===== config.mk =====
export PLATFORM = sky130hd
export DESIGN_NAME = dcsp_shared_port
export DESIGN_NICKNAME = d
export VERILOG_FILES = /design/src/dcsp_pkg.sv /design/src/dcsp_shared_port.sv /design/src/dcsp_pin_sync.sv
export SDC_FILE = /design/constraint.sdc
export NUM_CORES = 1
export LEC_CHECK = 0
export BUFFER_PORTS_ARGS = -buffer_cell sky130_fd_sc_hd__buf_2
export CAP_MARGIN = 20
export CELL_PAD_IN_SITES_DETAIL_PLACEMENT = 0
export CELL_PAD_IN_SITES_GLOBAL_PLACEMENT = 2
export CORE_MARGIN = 1.5
export CORE_UTILIZATION = 39
export CTS_CLUSTER_DIAMETER = 30
export DETAILED_ROUTE_END_ITERATION = 7
export PLACE_DENSITY = 0.78
export SLEW_MARGIN = 20
export SYNTH_ARGS = -nofsm -noshare
export SYNTH_HDL_FRONTEND = slang
export SYNTH_SLANG_ARGS = --single-unit

===== constraint.sdc =====
create_clock -name clk_sys -period 3.65 [get_ports clk_sys]
set_clock_uncertainty 0.2 [all_clocks]
set_input_delay 0.1825 -clock clk_sys [delete_from_list [all_inputs] [get_ports clk_sys]]
set_output_delay 0.1825 -clock clk_sys [all_outputs]
set_load 0.01 [all_outputs]

===== src/dcsp_pkg.sv =====
// Constants, types and states for the display and processor shared port.
// Assumes a single 25 MHz system clock; every pin input is asynchronous.
package dcsp_pkg;

    // Pin group widths and drive patterns.
    localparam int          DATA_W        = 8;
    localparam int          NIB_W         = 4;
    localparam int          PORT_COUNT    = 7;
    localparam logic [7:0]  OE_ALL        = 8'hff;
    localparam logic [7:0]  OE_LOW_NIBBLE = 8'h0f;
    localparam logic [7:0]  OE_NONE       = 8'h00;
    localparam logic [3:0]  TEST_NIBBLE   = 4'hf;
    localparam logic [3:0]  ZERO_NIBBLE   = 4'h0;
    localparam logic [7:0]  CONFIG_RESET  = 8'h00;

    // Per-port control bits held in the low half of a written nibble.
    localparam int          CTRL_W        = 2;
    localparam int          CTRL_DISABLE  = 0;
    localparam int          CTRL_SQUELCH  = 1;
    localparam int          LIVE_LSB      = 2;

    // Timing: clock rate and the longest frozen-display time.
    localparam int          CLK_HZ        = 25000000;
    localparam int          FREEZE_MS     = 30;
    localparam int          FREEZE_CYCLES = (CLK_HZ / 1000) * FREEZE_MS;
    localparam int          DISP_DIV      = 8;
    localparam int          TEST_SCANS    = 4;

    // Bundled pin inputs: three active low strobes and the data byte.
    typedef struct packed {
        logic       readStrobe_n;
        logic       writeStrobe_n;
        logic       configLoadReset_n;
        logic [7:0] data;
    } dcsp_pins_t;

    // Shared data pins as output value and per-bit enable.
    typedef struct packed {
        logic [7:0] oe;
        logic [7:0] out;
    } dcsp_drive_t;

    // Who owns the shared pins.
    typedef enum logic [2:0] {
        ST_DISPLAY = 3'b000,
        ST_RELEASE = 3'b001,
        ST_ACCESS  = 3'b010,
        ST_LOAD    = 3'b100
    } dcsp_state_t;

endpackage


===== src/dcsp_shared_port.sv =====
// Shared eight-pin port: LED display scan, processor register access, configuration load.
// Assumes an external transceiver steered by the buffer enable and latches fed by the strobe.
`timescale 1ns/100ps
// Notes on behaviour
// - Display scan pulses the latch strobe low once per port slot.
// - Latch strobe stays high while a processor strobe is asserted.
// - During display scan all eight pins drive address and display data.
// - In an access, upper nibble is address in, lower nibble is data.
// - Pins stay in display mode except while a processor strobe is asserted or load/reset is low.
// - After a transmitted packet, pulse frozen strobe; hold status until receive or 30 ms.
// - Buffer enable is high in display scan, low in access or load.
// - Buffer enable steers the external transceiver between pins and processor bus.
// - Write strobe stores the low two bits of the lower nibble into the addressed port register.
// - Read strobe drives the addressed register onto the lower nibble.
// - While load/reset is low, hold all state machines and ports reset.
// - Rising edge of load/reset latches all eight pins into configuration.
// - Rising edge of load/reset starts the display test.
// - All timing derives from the single system clock.
// - Each port has a status register readable, and writable for disable and squelch.
module dcsp_shared_port
    import dcsp_pkg::*;
#(
    parameter int NPORT      = dcsp_pkg::PORT_COUNT,
    parameter int FREEZE_CYC = dcsp_pkg::FREEZE_CYCLES,
    parameter int DIV        = dcsp_pkg::DISP_DIV,
    parameter int TEST_N     = dcsp_pkg::TEST_SCANS
) (
    // Clock and reset.
    input  wire logic                     clk_sys,
    input  wire logic                     reset_n,
    // Processor strobes, load/reset and shared data pins.
    input  wire dcsp_pkg::dcsp_pins_t     pinIn,
    output dcsp_pkg::dcsp_drive_t         dataDrive_q,
    output logic                          displayLatchStrobe_n_q,
    output logic                          displayFrozenPulse_q,
    output logic                          dataBufferEnable_q,
    // Repeater core events and per-port live status.
    input  wire logic                     txPacketEnd,
    input  wire logic                     rxPacketStart,
    input  wire logic [NPORT-1:0][3:0]    portLiveStatus,
    // Configuration and port control towards the repeater core.
    output logic      [7:0]               configReg_q,
    output logic                          coreHold_q,
    output logic                          displayTest_q,
    output logic      [NPORT-1:0][1:0]    portCtrl_q
);
    import dcsp_pkg::*;

    localparam int FW = $clog2(FREEZE_CYC + 1);
    localparam int DW = $clog2(DIV + 1);
    localparam int TW = $clog2(TEST_N * NPORT + 1);

    dcsp_pins_t           pinLvl;
    dcsp_state_t          state_q;
    logic                 readReq;
    logic                 writeReq;
    logic                 loadLvlOld_q;
    logic                 loadRise;
    logic [3:0]           accAddr_q;
    logic [3:0]           accData_q;
    logic                 accWrite_q;
    logic [DW-1:0]        divCnt_q;
    logic                 slotTick;
    logic [3:0]           scanAddr_q;
    logic                 strobePend_q;
    logic                 frozen_q;
    logic [FW-1:0]        freezeCnt_q;
    logic [NPORT-1:0][3:0] snap_q;
    logic [TW-1:0]        testCnt_q;
    logic [3:0]           dispNibble;

    // Address nibble to port slot; slot numbers start at one.
    function automatic logic portOk(input logic [3:0] addr);
        portOk = (addr != ZERO_NIBBLE) && (32'(addr) <= NPORT);
    endfunction

    function automatic logic [3:0] portSlot(input logic [3:0] addr);
        portSlot = addr - 4'h1;
    endfunction

    // Strobes and data are asynchronous pins and take the three-stage path.
    dcsp_pin_sync #(
        .W         ($bits(dcsp_pins_t)),
        .RESET_VAL ({1'b1, 1'b1, 1'b1, 8'h00})
    ) u_sync (
        .clk_sys    (clk_sys),
        .reset_n    (reset_n),
        .pinRaw     (pinIn),
        .pinLevel_q (pinLvl)
    );

    assign readReq  = !pinLvl.readStrobe_n;
    assign writeReq = !pinLvl.writeStrobe_n;
    assign loadRise = pinLvl.configLoadReset_n && !loadLvlOld_q;

    // slot divider
    // The scan rate is an enable pulse from the one system clock.
    always_ff @(posedge clk_sys or negedge reset_n) begin
        if (!reset_n) begin
            divCnt_q <= '0;
        end else if (divCnt_q == DW'(DIV - 1)) begin
            divCnt_q <= '0;
        end else begin
            divCnt_q <= divCnt_q + DW'(1);
        end
    end
    assign slotTick = (divCnt_q == DW'(DIV - 1));

    // Load level history for edge detection on the accepted level.
    always_ff @(posedge clk_sys or negedge reset_n) begin
        if (!reset_n) begin
            loadLvlOld_q <= 1'b1;
        end else begin
            loadLvlOld_q <= pinLvl.configLoadReset_n;
        end
    end

    // Display content: test pattern, frozen snapshot, or live status.
    always_comb begin
        dispNibble = ZERO_NIBBLE;
        if (testCnt_q != '0) begin
            dispNibble = TEST_NIBBLE;
        end else if (portOk(scanAddr_q)) begin
            dispNibble = frozen_q ? snap_q[portSlot(scanAddr_q)] : portLiveStatus[portSlot(scanAddr_q)];
        end
    end

    // Pin ownership state and the registered pin outputs it steers.
    // Load beats access, access beats display; leaving display releases the pins first.
    always_ff @(posedge clk_sys or negedge reset_n) begin
        if (!reset_n) begin
            state_q                <= ST_LOAD;
            dataDrive_q            <= '0;
            dataBufferEnable_q     <= 1'b0;
            displayLatchStrobe_n_q <= 1'b1;
            strobePend_q           <= 1'b0;
            scanAddr_q             <= 4'h1;
            coreHold_q             <= 1'b1;
        end else if (!pinLvl.configLoadReset_n) begin
            state_q                <= ST_LOAD;
            coreHold_q             <= 1'b1;
            dataDrive_q.oe         <= OE_NONE;
            dataBufferEnable_q     <= 1'b0;
            displayLatchStrobe_n_q <= 1'b1;
            strobePend_q           <= 1'b0;
        end else begin
            coreHold_q <= 1'b0;
            case (state_q)
                ST_LOAD: begin
                    state_q    <= ST_DISPLAY;
                    scanAddr_q <= 4'h1;
                end
                ST_DISPLAY: begin
                    if (readReq || writeReq) begin
                        displayLatchStrobe_n_q <= 1'b1;
                        strobePend_q           <= 1'b0;
                        dataBufferEnable_q     <= 1'b0;
                        dataDrive_q.oe         <= OE_NONE;
                        state_q                <= ST_RELEASE;
                    end else begin
                        dataDrive_q.oe     <= OE_ALL;
                        dataBufferEnable_q <= 1'b1;
                        if (slotTick) begin
                            dataDrive_q.out <= {scanAddr_q, dispNibble};
                            strobePend_q    <= 1'b1;
                            scanAddr_q      <= (32'(scanAddr_q) >= NPORT) ? 4'h1 : scanAddr_q + 4'h1;
                        end else begin
                            strobePend_q <= 1'b0;
                        end
                        displayLatchStrobe_n_q <= !strobePend_q;
                    end
                end
                ST_RELEASE: begin
                    state_q <= (readReq || writeReq) ? ST_ACCESS : ST_DISPLAY;
                end
                ST_ACCESS: begin
                    if (readReq) begin
                        dataDrive_q.oe  <= OE_LOW_NIBBLE;
                        dataDrive_q.out <= {ZERO_NIBBLE, portOk(accAddr_q) ?
                            {portLiveStatus[portSlot(accAddr_q)][3:LIVE_LSB], portCtrl_q[portSlot(accAddr_q)]} :
                            ZERO_NIBBLE};
                    end else begin
                        dataDrive_q.oe <= OE_NONE;
                    end
                    if (!readReq && !writeReq) begin
                        state_q <= ST_DISPLAY;
                    end
                end
                default: begin
                    state_q <= ST_DISPLAY;
                end
            endcase
        end
    end

    // address in upper nibble
    // Address and write data follow the pins while the strobe is held.
    always_ff @(posedge clk_sys or negedge reset_n) begin
        if (!reset_n) begin
            accAddr_q  <= ZERO_NIBBLE;
            accData_q  <= ZERO_NIBBLE;
            accWrite_q <= 1'b0;
        end else if (state_q == ST_ACCESS && (readReq || writeReq)) begin
            accAddr_q  <= pinLvl.data[7:4];
            accData_q  <= pinLvl.data[3:0];
            accWrite_q <= writeReq;
        end else if (state_q != ST_ACCESS) begin
            accWrite_q <= 1'b0;
        end
    end

    // port control bits
    // The low two bits of the nibble are committed as the strobe ends, so the value last seen on the pins counts.
    always_ff @(posedge clk_sys or negedge reset_n) begin
        if (!reset_n) begin
            portCtrl_q <= '0;
        end else if (!pinLvl.configLoadReset_n) begin
            portCtrl_q <= '0;
        end else if (state_q == ST_ACCESS && accWrite_q && !writeReq && portOk(accAddr_q)) begin
            portCtrl_q[portSlot(accAddr_q)] <= accData_q[CTRL_W-1:0];
        end
    end

    always_ff @(posedge clk_sys or negedge reset_n) begin
        if (!reset_n) begin
            configReg_q   <= CONFIG_RESET;
            testCnt_q     <= '0;
            displayTest_q <= 1'b0;
        end else begin
            if (loadRise) begin
                configReg_q <= pinLvl.data;
                testCnt_q   <= TW'(TEST_N * NPORT);
            end else if (testCnt_q != '0 && slotTick && state_q == ST_DISPLAY) begin
                testCnt_q <= testCnt_q - TW'(1);
            end
            displayTest_q <= loadRise || (testCnt_q > TW'(1)) || (testCnt_q == TW'(1) && !slotTick);
        end
    end

    // frozen display
    // A packet end in the same cycle as a receive start wins, so no freeze is lost.
    always_ff @(posedge clk_sys or negedge reset_n) begin
        if (!reset_n) begin
            frozen_q             <= 1'b0;
            freezeCnt_q          <= '0;
            displayFrozenPulse_q <= 1'b0;
            snap_q               <= '0;
        end else begin
            displayFrozenPulse_q <= txPacketEnd && pinLvl.configLoadReset_n;
            if (!pinLvl.configLoadReset_n) begin
                frozen_q    <= 1'b0;
                freezeCnt_q <= '0;
            end else if (txPacketEnd) begin
                frozen_q    <= 1'b1;
                freezeCnt_q <= FW'(FREEZE_CYC - 1);
                snap_q      <= portLiveStatus;
            end else if (rxPacketStart || freezeCnt_q == '0) begin
                frozen_q    <= 1'b0;
                freezeCnt_q <= '0;
            end else begin
                freezeCnt_q <= freezeCnt_q - FW'(1);
            end
        end
    end
endmodule


===== src/dcsp_pin_sync.sv =====
// Three-stage synchroniser for a group of asynchronous pin inputs.
// A bit's accepted level changes only once stages two and three agree.
`timescale 1ns/100ps
module dcsp_pin_sync #(
    parameter int                 W         = 11,
    parameter logic [W-1:0]       RESET_VAL = '0
) (
    // Clock and reset.
    input  wire logic             clk_sys,
    input  wire logic             reset_n,
    // Raw pins and their filtered level.
    input  wire logic [W-1:0]     pinRaw,
    output logic      [W-1:0]     pinLevel_q
);
    logic [W-1:0] stage1_q;
    logic [W-1:0] stage2_q;
    logic [W-1:0] stage3_q;

    // Stage one feeds only stage two, so metastability never reaches logic.
    always_ff @(posedge clk_sys or negedge reset_n) begin
        if (!reset_n) begin
            stage1_q <= RESET_VAL;
            stage2_q <= RESET_VAL;
            stage3_q <= RESET_VAL;
        end else begin
            stage1_q <= pinRaw;
            stage2_q <= stage1_q;
            stage3_q <= stage2_q;
        end
    end

    // A bit that is still settling keeps its old accepted level.
    always_ff @(posedge clk_sys or negedge reset_n) begin
        if (!reset_n) begin
            pinLevel_q <= RESET_VAL;
        end else begin
            pinLevel_q <= (stage3_q & ~(stage2_q ^ stage3_q)) | (pinLevel_q & (stage2_q ^ stage3_q));
        end
    end
endmodule


==> impl_metrics.py, run 1 <==
metrics = {
    "outcome": {
        "run_status": "complete, no violations",
    },
    "routing": {
        "via_per_inst": 5.08,
        "route.vias.total": 4753,
        "route.detailed.drc": 0,
        "detailedRoute.firstPassIterationCount": 4,
        "drt-total-wl_mm": 15.3,
        "postRouteAntennaNets": 0,
        "detail_route.wl_per_cell_um": 16.4,
        "first_iter_violations": 304,
    },
    "synth": {
        "synth.net_count": 632,
        "synth_edf_count": 0,
        "synth_warnings": 0,
        "postSynth.topFlopCell": "sky130_fd_sc_hd__dfrtp_1",
        "synth_cell_types": 49,
        "synth_top_cells_by_area": "sky130_fd_sc_hd__dfrtp_1 51%, sky130_fd_sc_hd__dfstp_2 6.6%, sky130_fd_sc_hd__mux2_2 6.5%, sky130_fd_sc_hd__mux4_2 3.6%, sky130_fd_sc_hd__nand2_1 3.1%",
        "netlist_area_um2": 6800,
        "postSynthCellCount": 580,
        "syn_area_cell_um2": 11.7,
        "ys_seq_area_frac": 0.573,
        "synth-async-reset-ratio": 1.00,
        "synth_seq_cells": 155,
        "post-synth-top-area-fraction": 0.508,
        "yosysTopAreaCell": "sky130_fd_sc_hd__dfrtp_1",
    },
    "cts": {
        "tritoncts": "built",
        "h_tree_depth": 4,
        "cts.path.max_buffers": 2,
        "tritoncts.num_buffers": 17,
        "clkSlewWorstSetupHoldPaths_ns": 0.07,
        "insertion_delay_ns": 0.43,
        "cts-root-buf": "sky130_fd_sc_hd__clkbuf_16",
        "post-cts-setup-buffers": 0,
        "tritoncts_num_sinks": 155,
    },
    "finish": {
        "most_frequent_standard_cell_in_the_layout_excluding_fill_and_tap_cells": "sky130_fd_sc_hd__dfrtp_1",
        "most_frequent_cells_in_the_layout": "138 x sky130_fd_sc_hd__dfrtp_1, 84 x sky130_fd_sc_hd__buf_2, 56 x sky130_fd_sc_hd__nand2_1",
        "area_delta_synth_final_pct": 24.2,
        "drive_gt1_frac": 0.273,
        "nets": 750,
        "antenna_cells": 0,
        "fillers": 1585,
    },
    "timing": {
        "grt_setup_unrepaired": "false",
        "slew_headroom": 0.351,
        "finalSetupViolCount": 0,
        "fmax_ghz": 0.353,
        "final.min_clock_period_ns": 2.83,
        "finalMaxSlewViolations": 0,
        "final_hold_viol_count": 0,
        "tightestPinTransition_ns": 0.966,
        "setup_tns_ns": 0,
        "post-route-period-util": 0.776,
        "setup_ws_ns": 0.816,
    },
    "die": {
        "die_outline_height_um": 135,
        "fp.coreArea_um2": 17200,
        "start_util": 0.396,
        "fp.dieArea_um2": 18200,
        "ioPinCount": 86,
        "die_width_um": 135,
        "fp-row-count": 48,
    },
    "global_routing": {
        "grt_pass1_vias": 4768,
        "grt_util_all_layers": 0.181,
        "grt_max_degree": 90,
        "grt-ovfl-total": 0,
        "grt_pass1_wl_mm": 25.3,
        "grt_antenna_before_repair": 0,
    },
    "critical_path": {
        "critPathMaxFanout": 22,
        "crit_path_start_kind": "register",
        "worst_setup_path_end_kind": "register",
        "timing.critical_path.required_ns": 3.81,
        "timing.setup.critical_path_class": "register to register",
        "cp_data_arrival_time_ns": 2.99,
    },
    "placed_design": {
        "detailedPlace.worstSlack_ns": 0.827,
        "port-buffer-count": 85,
        "post-dp-hpwl_mm": 10.5,
        "routabilityCongestion": 0.789,
    },
    "pwr": {
        "power.total_mw": 5.31,
        "static-leakage-power_nw": 3.88,
        "max-vdd-ir-drop_mv": 0.414,
        "powerDensity_nw_per_um2": 628,
    },
    "run": {
        "max-cap-violations": 0,
    },
    "min_path": {
        "holdCritPathClass": "input pin to asynchronous set/reset pin",
    },
}
[worst paths after layout]
| path | start | to | slack (ns) | cells after the start |
|---|---|---|---|---|
| max in group asynchronous | reset_n | asynchronous set/reset pin | 2.23 | 3 |
| worst max-delay path | scanAddr_q[0]$_DFFE_PN1P_ | dataDrive_q[1]$_DFFE_PN0P_ | 0.82 | 8 |
| worst min register to register | u_sync.stage1_q[7]$_DFF_PN0_ | u_sync.stage2_q[7]$_DFF_PN0_ | 0.15 | 0 |
| min in group clk_sys | u_sync.stage1_q[7]$_DFF_PN0_ | u_sync.stage2_q[7]$_DFF_PN0_ | 0.15 | 0 |
| worst max register to register | scanAddr_q[0]$_DFFE_PN1P_ | dataDrive_q[1]$_DFFE_PN0P_ | 0.82 | 8 |
| worst min-delay path | reset_n | divCnt_q[1]$_DFF_PN0_ | 0.12 | 2 |
[metrics by stage]
stage,instances,util,cell area (um^2),hold slack (ns)
after floorplan,580,-,6800,-0.313
after global placement,863,0.432,7420,0.0342
after detailed placement,863,0.432,7420,0.0335
after CTS,936,0.492,8450,0.152
after global routing,936,0.492,8450,0.158
final,936,0.492,8450,0.120
[cell families (layout without fill, tap and decap cells)]
kind of cell	after synthesis	in the layout	share of synthesized area
XOR/XNOR	28	28	0.0360
adder cells (fa/ha/maj)	20	20	0.0327
buffers and inverters	50	181	0.0322
multiplexers	69	69	0.129
AND/OR/NAND/NOR	191	191	0.134
AO/OA/AOI/OAI	67	67	0.0634
flip-flops	155	155	0.573
[Yosys cell counts (all sizes together), types with 7 or more instances]
| library cell | n |
|---|---|
| xor2 | 8 |
| xnor2 | 20 |
| nand2 | 56 |
| nor4 | 7 |
| ha | 9 |
| o21ai | 25 |
| mux2i | 19 |
| buf | 14 |
| dfrtp | 138 |
| nor3 | 25 |
| maj3 | 11 |
| a21oi | 14 |
| mux2 | 39 |
| inv | 17 |
| clkbuf | 19 |
| nor2 | 47 |
| nand3 | 31 |
| mux4 | 11 |
| dfstp | 17 |
[repair_timing]
item,CTS,global route
gates resized for setup,0,0
hold buffers,41,0
endpoints found under the setup margin,0,0
hold endpoints to repair,112,0
[power by group]
part	switching, mW	internal, mW
Combinational	0.778	0.624
Clock	0.836	0.935
Sequential	0.192	1.95
Total	1.81	3.51
[routing by layer]
layer / global-route usage / wire length [um]
met5: 0 / 0
met4: 0.0597 / 228
met3: 0.0353 / 560
met2: 0.273 / 7060
met1: 0.262 / 7500
[state kept, by name, summed over array words and instances (netlist names), 2 cells and up, named ones only]
register / count
testCnt_q: 5
snap_q: 28
scanAddr_q: 4
freezeCnt_q: 20
accData_q: 2
u_sync.stage3_q: 11
configReg_q: 8
dataDrive_q: 10
u_sync.stage1_q: 11
portCtrl_q: 14
u_sync.stage2_q: 11
accAddr_q: 4
state_q: 3
divCnt_q: 4
[critical path: stages (launching register included)]
cell                       delay [ns]
sky130_fd_sc_hd__dfstp_2         0.54
sky130_fd_sc_hd__inv_1           0.05
sky130_fd_sc_hd__ha_1            0.79
sky130_fd_sc_hd__nor2_1          0.10
sky130_fd_sc_hd__or4_1           0.47
sky130_fd_sc_hd__a211oi_1        0.22
sky130_fd_sc_hd__a21oi_1         0.07
sky130_fd_sc_hd__a21oi_1         0.18
sky130_fd_sc_hd__o32a_1          0.16
[cell type report]
type	instances	area, um^2	area share
multi-input cells	375	2690	0.318
clock buffers	17	425	0.0503
clock inverters	15	194	0.0230
inverters	17	63.8	0.00755
well taps	225	282	0.0333
repair buffers	132	900	0.106
flip-flops and latches	155	3900	0.462
Note: power is estimated with default switching activity, not from simulation.
==> run 2: changes to the inputs <==
--- a/config.mk
+++ b/config.mk
@@ -10,10 +10,10 @@
 export CELL_PAD_IN_SITES_DETAIL_PLACEMENT = 0
 export CELL_PAD_IN_SITES_GLOBAL_PLACEMENT = 2
 export CORE_MARGIN = 1.5
-export CORE_UTILIZATION = 39
+export CORE_UTILIZATION = 35
 export CTS_CLUSTER_DIAMETER = 30
 export DETAILED_ROUTE_END_ITERATION = 7
-export PLACE_DENSITY = 0.78
+export PLACE_DENSITY = 0.74
 export SLEW_MARGIN = 20
 export SYNTH_ARGS = -nofsm -noshare
 export SYNTH_HDL_FRONTEND = slang
==> constraint.sdc (replaced) <==
create_clock -name clk_sys -period 2.4 [get_ports clk_sys]
set_clock_uncertainty 0.2 [all_clocks]
set_input_delay 0.12 -clock clk_sys [delete_from_list [all_inputs] [get_ports clk_sys]]
set_output_delay 0.12 -clock clk_sys [all_outputs]
set_load 0.01 [all_outputs]
==> run 2 against run 1 <==
Against the previous run:
- the run now ends with negative hold slack left
- first-iteration DRC count is 9.9% lower
- die area increased by 11%
- critical path depth fell by 1
- sequential share of layout area is 1.5 points lower
- clock power increased by 43%
- critical path type unchanged
- critical endpoint unchanged
- largest power group unchanged
- highest routed layer unchanged
==> impl_metrics.py, run 2 (synthesized netlist as in run 1, its figures left out) <==
metrics = {
    "timing": {
        "tightestPinTransition_ns": 0.583,
        "post-route-period-util": 0.964,
        "final_hold_viol_count": 8,
        "grt_setup_unrepaired": "false",
        "setup_ws_ns": 0.0866,
        "finalHoldWorstSlack_ns": -0.0139,
        "slew_headroom": 0.611,
        "finalSetupViolCount": 0,
        "fmax_ghz": 0.432,
        "finalMaxSlewViolations": 0,
        "final.min_clock_period_ns": 2.31,
    },
    "routing": {
        "via_per_inst": 4.89,
        "first_iter_violations": 274,
        "postRouteAntennaNets": 0,
        "detailedRoute.firstPassIterationCount": 4,
        "detail_route.wl_per_cell_um": 15.9,
        "route.vias.total": 4882,
        "drt-total-wl_mm": 15.9,
        "route.detailed.drc": 0,
    },
    "critical_path": {
        "cp_data_arrival_time_ns": 2.43,
        "critical_path.max_stage_delay_ns": 0.57,
        "timing.critical_path.from": "scanAddr_q[0]$_DFFE_PN1P_",
        "critical_path.cell_chain": "inv_4 > ha_4 > buf_4 > mux4_2 > a21oi_2 > a21oi_1 > o32a_1",
        "crit_path_start_kind": "register",
        "critPathMaxFanout": 8,
        "critPathBufInv": 2,
        "timing.critical_path.required_ns": 2.51,
        "reg2reg_depth": 7,
        "crit_path_top_delay_cell": "sky130_fd_sc_hd__dfstp_2",
        "regToRegSetupSlack_ns": 0.09,
        "reg2reg_start": "scanAddr_q[0]$_DFFE_PN1P_",
        "timing.critical_path.max_delay_family": "flip-flops",
        "crit-reg2reg-capture": "dataDrive_q[1]$_DFFE_PN0P_",
        "worst_setup_path_end_kind": "register",
        "timing.setup.critical_path_class": "register to register",
    },
    "outcome": {
        "violated_checks": "negative hold slack",
        "run_status": "finished, violations left",
    },
    "pwr": {
        "powerDensity_nw_per_um2": 951,
        "static-leakage-power_nw": 4.02,
        "max-vdd-ir-drop_mv": 0.586,
    },
    "cts": {
        "tritoncts": "built",
        "tritoncts.num_buffers": 17,
        "insertion_delay_ns": 0.43,
        "clkSlewWorstSetupHoldPaths_ns": 0.07,
        "cts.path.max_buffers": 2,
        "tritoncts_num_sinks": 155,
        "h_tree_depth": 4,
        "cts-root-buf": "sky130_fd_sc_hd__clkbuf_16",
    },
    "placed_design": {
        "port-buffer-count": 85,
        "routabilityCongestion": 0.819,
        "post-dp-hpwl_mm": 11.2,
        "detailedPlace.worstSlack_ns": 0.0380,
    },
    "global_routing": {
        "grt_pass1_vias": 5014,
        "grt_pass1_wl_mm": 26.2,
        "grt_max_degree": 48,
        "grt-ovfl-total": 0,
        "grt_util_all_layers": 0.167,
        "grt_antenna_before_repair": 0,
    },
    "die": {
        "ioPinCount": 86,
        "start_util": 0.360,
        "fp-row-count": 50,
        "fp.dieArea_um2": 20300,
        "die_outline_height_um": 142,
        "fp.coreArea_um2": 18900,
        "die_width_um": 142,
    },
    "run": {
        "max-cap-violations": 0,
    },
    "finish": {
        "antenna_cells": 0,
        "drive_gt1_frac": 0.316,
        "final_util": 0.462,
        "largestRegisters": "snap_q x28, freezeCnt_q x20, portCtrl_q x14",
        "most_frequent_cells_in_the_layout": "138 x sky130_fd_sc_hd__dfrtp_1, 84 x sky130_fd_sc_hd__buf_2, 56 x sky130_fd_sc_hd__nand2_1",
        "largest-register": "snap_q",
        "largest_register_ffs": 28,
        "fillers": 1787,
        "area_delta_synth_final_pct": 28.4,
        "nets": 777,
        "most_frequent_standard_cell_in_the_layout_excluding_fill_and_tap_cells": "sky130_fd_sc_hd__dfrtp_1",
    },
    "min_path": {
        "holdCritPathClass": "input pin to asynchronous set/reset pin",
    },
}
[run 2: metrics by stage]
| stage | area (um^2) | setup TNS, ns | total power, mW | instances |
|---|---|---|---|---|
| after floorplan | 6900 | -0.521 | 4.98 | 580 |
| after global placement | 7690 | 0 | 5.63 | 921 |
| after detailed placement | 7690 | 0 | 5.66 | 921 |
| after CTS | 8670 | 0 | 8.29 | 995 |
| after global routing | 8740 | 0 | 8.80 | 998 |
| final | 8740 | 0 | 8.30 | 998 |
[run 2: worst max-delay path by stage]
stage	to	slack, ns	depth (start not counted)
6_report	dataDrive_q[1]$_DFFE_PN0P_	0.09	7
2_1_floorplan	dataDrive_q[2]$_DFFE_PN0P_	-0.14	12
4_1_cts	dataDrive_q[1]$_DFFE_PN0P_	0.03	5
3_3_place_gp	dataDrive_q[0]$_DFFE_PN0P_	0.04	5
3_5_place_dp	dataDrive_q[1]$_DFFE_PN0P_	0.04	5
5_1_grt	freezeCnt_q[13]$_DFF_PN0_	0.006	6
[run 2: area by class of cell]
type	count	area (um^2)	area share
Inverter	17	66.3	0.00759
Multi-Input combinational cell	375	2760	0.316
Clock buffer	18	429	0.0491
Timing Repair Buffer	159	1130	0.129
Sequential cell	155	3900	0.446
Clock inverter	14	126	0.0145
Tap cell	260	325	0.0372
[run 2: what timing repair did]
action,in CTS,in global routing
resized for setup,0,9
setup endpoints to repair,0,13
setup buffers,0,2
hold buffers,42,0
endpoints found under the hold margin,187,0
[run 2: routing by layer]
metal / up-vias / track usage / part of all wire
met5: - / 0 / 0
met2: 108 / 0.262 / 0.46
met1: 2429 / 0.230 / 0.49
li1: 2329 / - / -
met3: 16 / 0.0384 / 0.038
met4: 0 / 0.0548 / 0.014
[run 2: report_power, final]
| group | switching, mW | total, mW | internal, mW |
|---|---|---|---|
| clock | 1.17 | 2.53 | 1.37 |
| sequential | 0.287 | 3.25 | 2.96 |
| combinational | 1.28 | 2.52 | 1.24 |
| total | 2.74 | 8.30 | 5.57 |
==> run 3: changes to the inputs <==
--- a/config.mk
+++ b/config.mk
@@ -10,10 +10,11 @@
 export CELL_PAD_IN_SITES_DETAIL_PLACEMENT = 0
 export CELL_PAD_IN_SITES_GLOBAL_PLACEMENT = 2
 export CORE_MARGIN = 1.5
-export CORE_UTILIZATION = 35
+export CORE_UTILIZATION = 36
+export CTS_BUF_LIST = sky130_fd_sc_hd__clkbuf_2
 export CTS_CLUSTER_DIAMETER = 30
 export DETAILED_ROUTE_END_ITERATION = 7
-export PLACE_DENSITY = 0.74
+export PLACE_DENSITY = 0.76
 export SLEW_MARGIN = 20
 export SYNTH_ARGS = -nofsm -noshare
 export SYNTH_HDL_FRONTEND = slang
==> run 3 against run 2 <==
Against the previous run:
- flip-flop and latch count unchanged
- the flow now finishes without violations
- final cell count rose by 3.3%
- setup slack got worse by 0.048 ns
- critical path depth increased by 1
- register-to-register slack lost 0.05 ns
- utilization grew 2.4 points
- cell area rose by 3.7%
- hold slack improved by 0.19 ns
- global-route usage increased by 1.1 points
- wire length is 5.5% higher
- via count rose by 5.3%
==> impl_metrics.py, run 3 (synthesized netlist as in run 1, its figures left out) <==
metrics = {
    "critical_path": {
        "reg2reg_depth": 8,
        "reg2reg_start": "scanAddr_q[0]$_DFFE_PN1P_",
        "timing.critical_path.max_delay_family": "simple AND/OR/NAND/NOR gates",
        "cp_data_arrival_time_ns": 2.81,
        "crit-reg2reg-capture": "dataDrive_q[0]$_DFFE_PN0P_",
        "crit_path_start_kind": "register",
        "critPathMaxFanout": 7,
        "crit_path_top_delay_cell": "sky130_fd_sc_hd__dfstp_2",
        "timing.setup.critical_path_class": "register to register",
        "worst_setup_path_end_kind": "register",
        "critPathBufInv": 1,
        "timing.critical_path.required_ns": 2.85,
        "regToRegSetupSlack_ns": 0.04,
        "critical_path.cell_chain": "inv_4 > ha_4 > nand2b_4 > or4_4 > a211oi_2 > a21oi_2 > a21oi_2 > o32a_1",
        "crit_path_frequent_cell": "sky130_fd_sc_hd__a21oi_2",
        "critical_path.max_stage_delay_ns": 0.63,
    },
    "min_path": {
        "worstHoldPathCells": 0,
        "holdCritPathClass": "register to register",
        "min_delay_worst_endpoint": "u_sync.stage2_q[8]$_DFF_PN1_",
        "worst_hold_startpoint": "u_sync.stage1_q[8]$_DFF_PN1_",
    },
    "finish": {
        "fillers": 1694,
        "largest_register_ffs": 28,
        "area_delta_synth_final_pct": 33.2,
        "most_frequent_standard_cell_in_the_layout_excluding_fill_and_tap_cells": "sky130_fd_sc_hd__dfrtp_1",
        "largestRegisters": "snap_q x28, freezeCnt_q x20, portCtrl_q x14",
        "most_frequent_cells_in_the_layout": "138 x sky130_fd_sc_hd__dfrtp_1, 93 x sky130_fd_sc_hd__dlygate4sd3_1, 84 x sky130_fd_sc_hd__buf_2",
        "drive_gt1_frac": 0.309,
        "largest-register": "snap_q",
        "nets": 835,
    },
    "timing": {
        "setup_tns_ns": 0,
        "finalSetupViolCount": 0,
        "tightestPinTransition_ns": 0.522,
        "final.min_clock_period_ns": 2.36,
        "grt_setup_unrepaired": "true",
        "fmax_ghz": 0.424,
        "finalMaxSlewViolations": 0,
        "final_hold_viol_count": 0,
        "post-route-period-util": 0.984,
        "slew_headroom": 0.652,
        "setup_ws_ns": 0.0389,
    },
    "global_routing": {
        "grt_antenna_before_repair": 1,
        "grt_pass1_vias": 5252,
        "grt-ovfl-total": 0,
        "grt_max_degree": 54,
        "grt_util_all_layers": 0.179,
        "grt_pass1_wl_mm": 27.5,
    },
    "cts": {
        "tritoncts": "built",
        "insertion_delay_ns": 0.72,
        "h_tree_depth": 4,
        "tritoncts.num_buffers": 17,
        "clkSlewWorstSetupHoldPaths_ns": 0.24,
        "cts.path.max_buffers": 2,
        "cts-root-buf": "sky130_fd_sc_hd__clkbuf_2",
        "tritoncts_num_sinks": 155,
    },
    "die": {
        "die_width_um": 140,
        "fp.coreArea_um2": 18600,
        "die_outline_height_um": 140,
        "fp-row-count": 50,
        "fp.dieArea_um2": 19700,
        "start_util": 0.365,
        "ioPinCount": 86,
    },
    "pwr": {
        "max-vdd-ir-drop_mv": 0.352,
        "static-leakage-power_nw": 4.18,
        "powerDensity_nw_per_um2": 841,
    },
    "outcome": {
        "run_status": "complete, no violations",
    },
    "routing": {
        "route.detailed.drc": 0,
        "detail_route.wl_per_cell_um": 16.2,
        "detailedRoute.firstPassIterationCount": 5,
        "route.vias.total": 5139,
        "drt-total-wl_mm": 16.7,
        "via_per_inst": 4.98,
        "postRouteAntennaNets": 0,
        "first_iter_violations": 331,
    },
    "placed_design": {
        "detailedPlace.worstSlack_ns": 0.0640,
        "port-buffer-count": 85,
        "routabilityCongestion": 0.807,
        "post-dp-hpwl_mm": 11.4,
    },
    "run": {
        "max-cap-violations": 0,
    },
}
[run 3: metrics by stage]
| stage | cells | cell area [um^2] | total power, mW | util | hold WS, ns |
|---|---|---|---|---|---|
| global route | 1031 | 9060 | 8.13 | 0.486 | 0.183 |
| detailed placement | 897 | 7670 | 5.72 | 0.412 | -0.0108 |
| floorplan | 580 | 6900 | 4.98 | - | -0.376 |
| CTS | 1023 | 8920 | 7.53 | 0.478 | 0.179 |
| global placement | 897 | 7670 | 5.66 | 0.412 | -0.0287 |
| finish | 1031 | 9060 | 7.62 | 0.486 | 0.175 |
[run 3: layout make-up]
| class | count | area (um^2) | share of cell area |
|---|---|---|---|
| sequential | 155 | 3900 | 0.430 |
| multi-input combinational | 375 | 2820 | 0.311 |
| timing repair buffer | 217 | 1700 | 0.188 |
| tap | 234 | 293 | 0.0323 |
| clock inverter | 15 | 194 | 0.0214 |
| clock buffer | 17 | 85.1 | 0.00939 |
| inverter | 17 | 66.3 | 0.00732 |
| antenna | 1 | 2.50 | 0.000276 |
[run 3: routing by layer]
| layer | vias to the layer above | global-route usage | wire length, um |
|---|---|---|---|
| li1 | 2446 | - | - |
| met3 | 12 | 0.0383 | 534 |
| met5 | - | 0 | 0 |
| met2 | 101 | 0.276 | 7780 |
| met4 | 0 | 0.0471 | 195 |
| met1 | 2580 | 0.256 | 8220 |
[run 3: power by group]
group	leakage, nW	switching, mW	internal, mW
Sequential	1.89	0.302	2.96
Combinational	2.12	1.33	1.42
Clock	0.165	1.07	0.542
Total	4.18	2.70	4.92
[run 3: what timing repair did]
item,CTS,global route
hold endpoints to repair,220,0
setup endpoints to repair,1,28
gates resized for setup,1,18
hold buffers,94,0
buffers inserted,0,7
pin swaps,0,7
[run 3: worst register-to-register path: stages, from the launching register on]
cell and delay (ns):
sky130_fd_sc_hd__dfstp_2 0.63, sky130_fd_sc_hd__inv_4 0.04, sky130_fd_sc_hd__ha_4 0.17, sky130_fd_sc_hd__nand2b_4 0.15, sky130_fd_sc_hd__or4_4 0.53, sky130_fd_sc_hd__a211oi_2 0.25, sky130_fd_sc_hd__a21oi_2 0.06, sky130_fd_sc_hd__a21oi_2 0.15
sky130_fd_sc_hd__o32a_1 0.16
[run 3: worst max-delay path by stage]
stage                               from                    endpoint  slack, ns  depth (start not counted)
6_report       scanAddr_q[0]$_DFFE_PN1P_  dataDrive_q[0]$_DFFE_PN0P_       0.04                          8
5_1_grt        scanAddr_q[0]$_DFFE_PN1P_  dataDrive_q[0]$_DFFE_PN0P_      -0.06                          8
4_1_cts        scanAddr_q[0]$_DFFE_PN1P_  dataDrive_q[0]$_DFFE_PN0P_       0.02                          8
3_5_place_dp   scanAddr_q[0]$_DFFE_PN1P_  dataDrive_q[1]$_DFFE_PN0P_       0.06                          7
3_3_place_gp   scanAddr_q[0]$_DFFE_PN1P_  dataDrive_q[0]$_DFFE_PN0P_       0.09                          7
2_1_floorplan  scanAddr_q[0]$_DFFE_PN1P_  dataDrive_q[2]$_DFFE_PN0P_      -0.14                         12
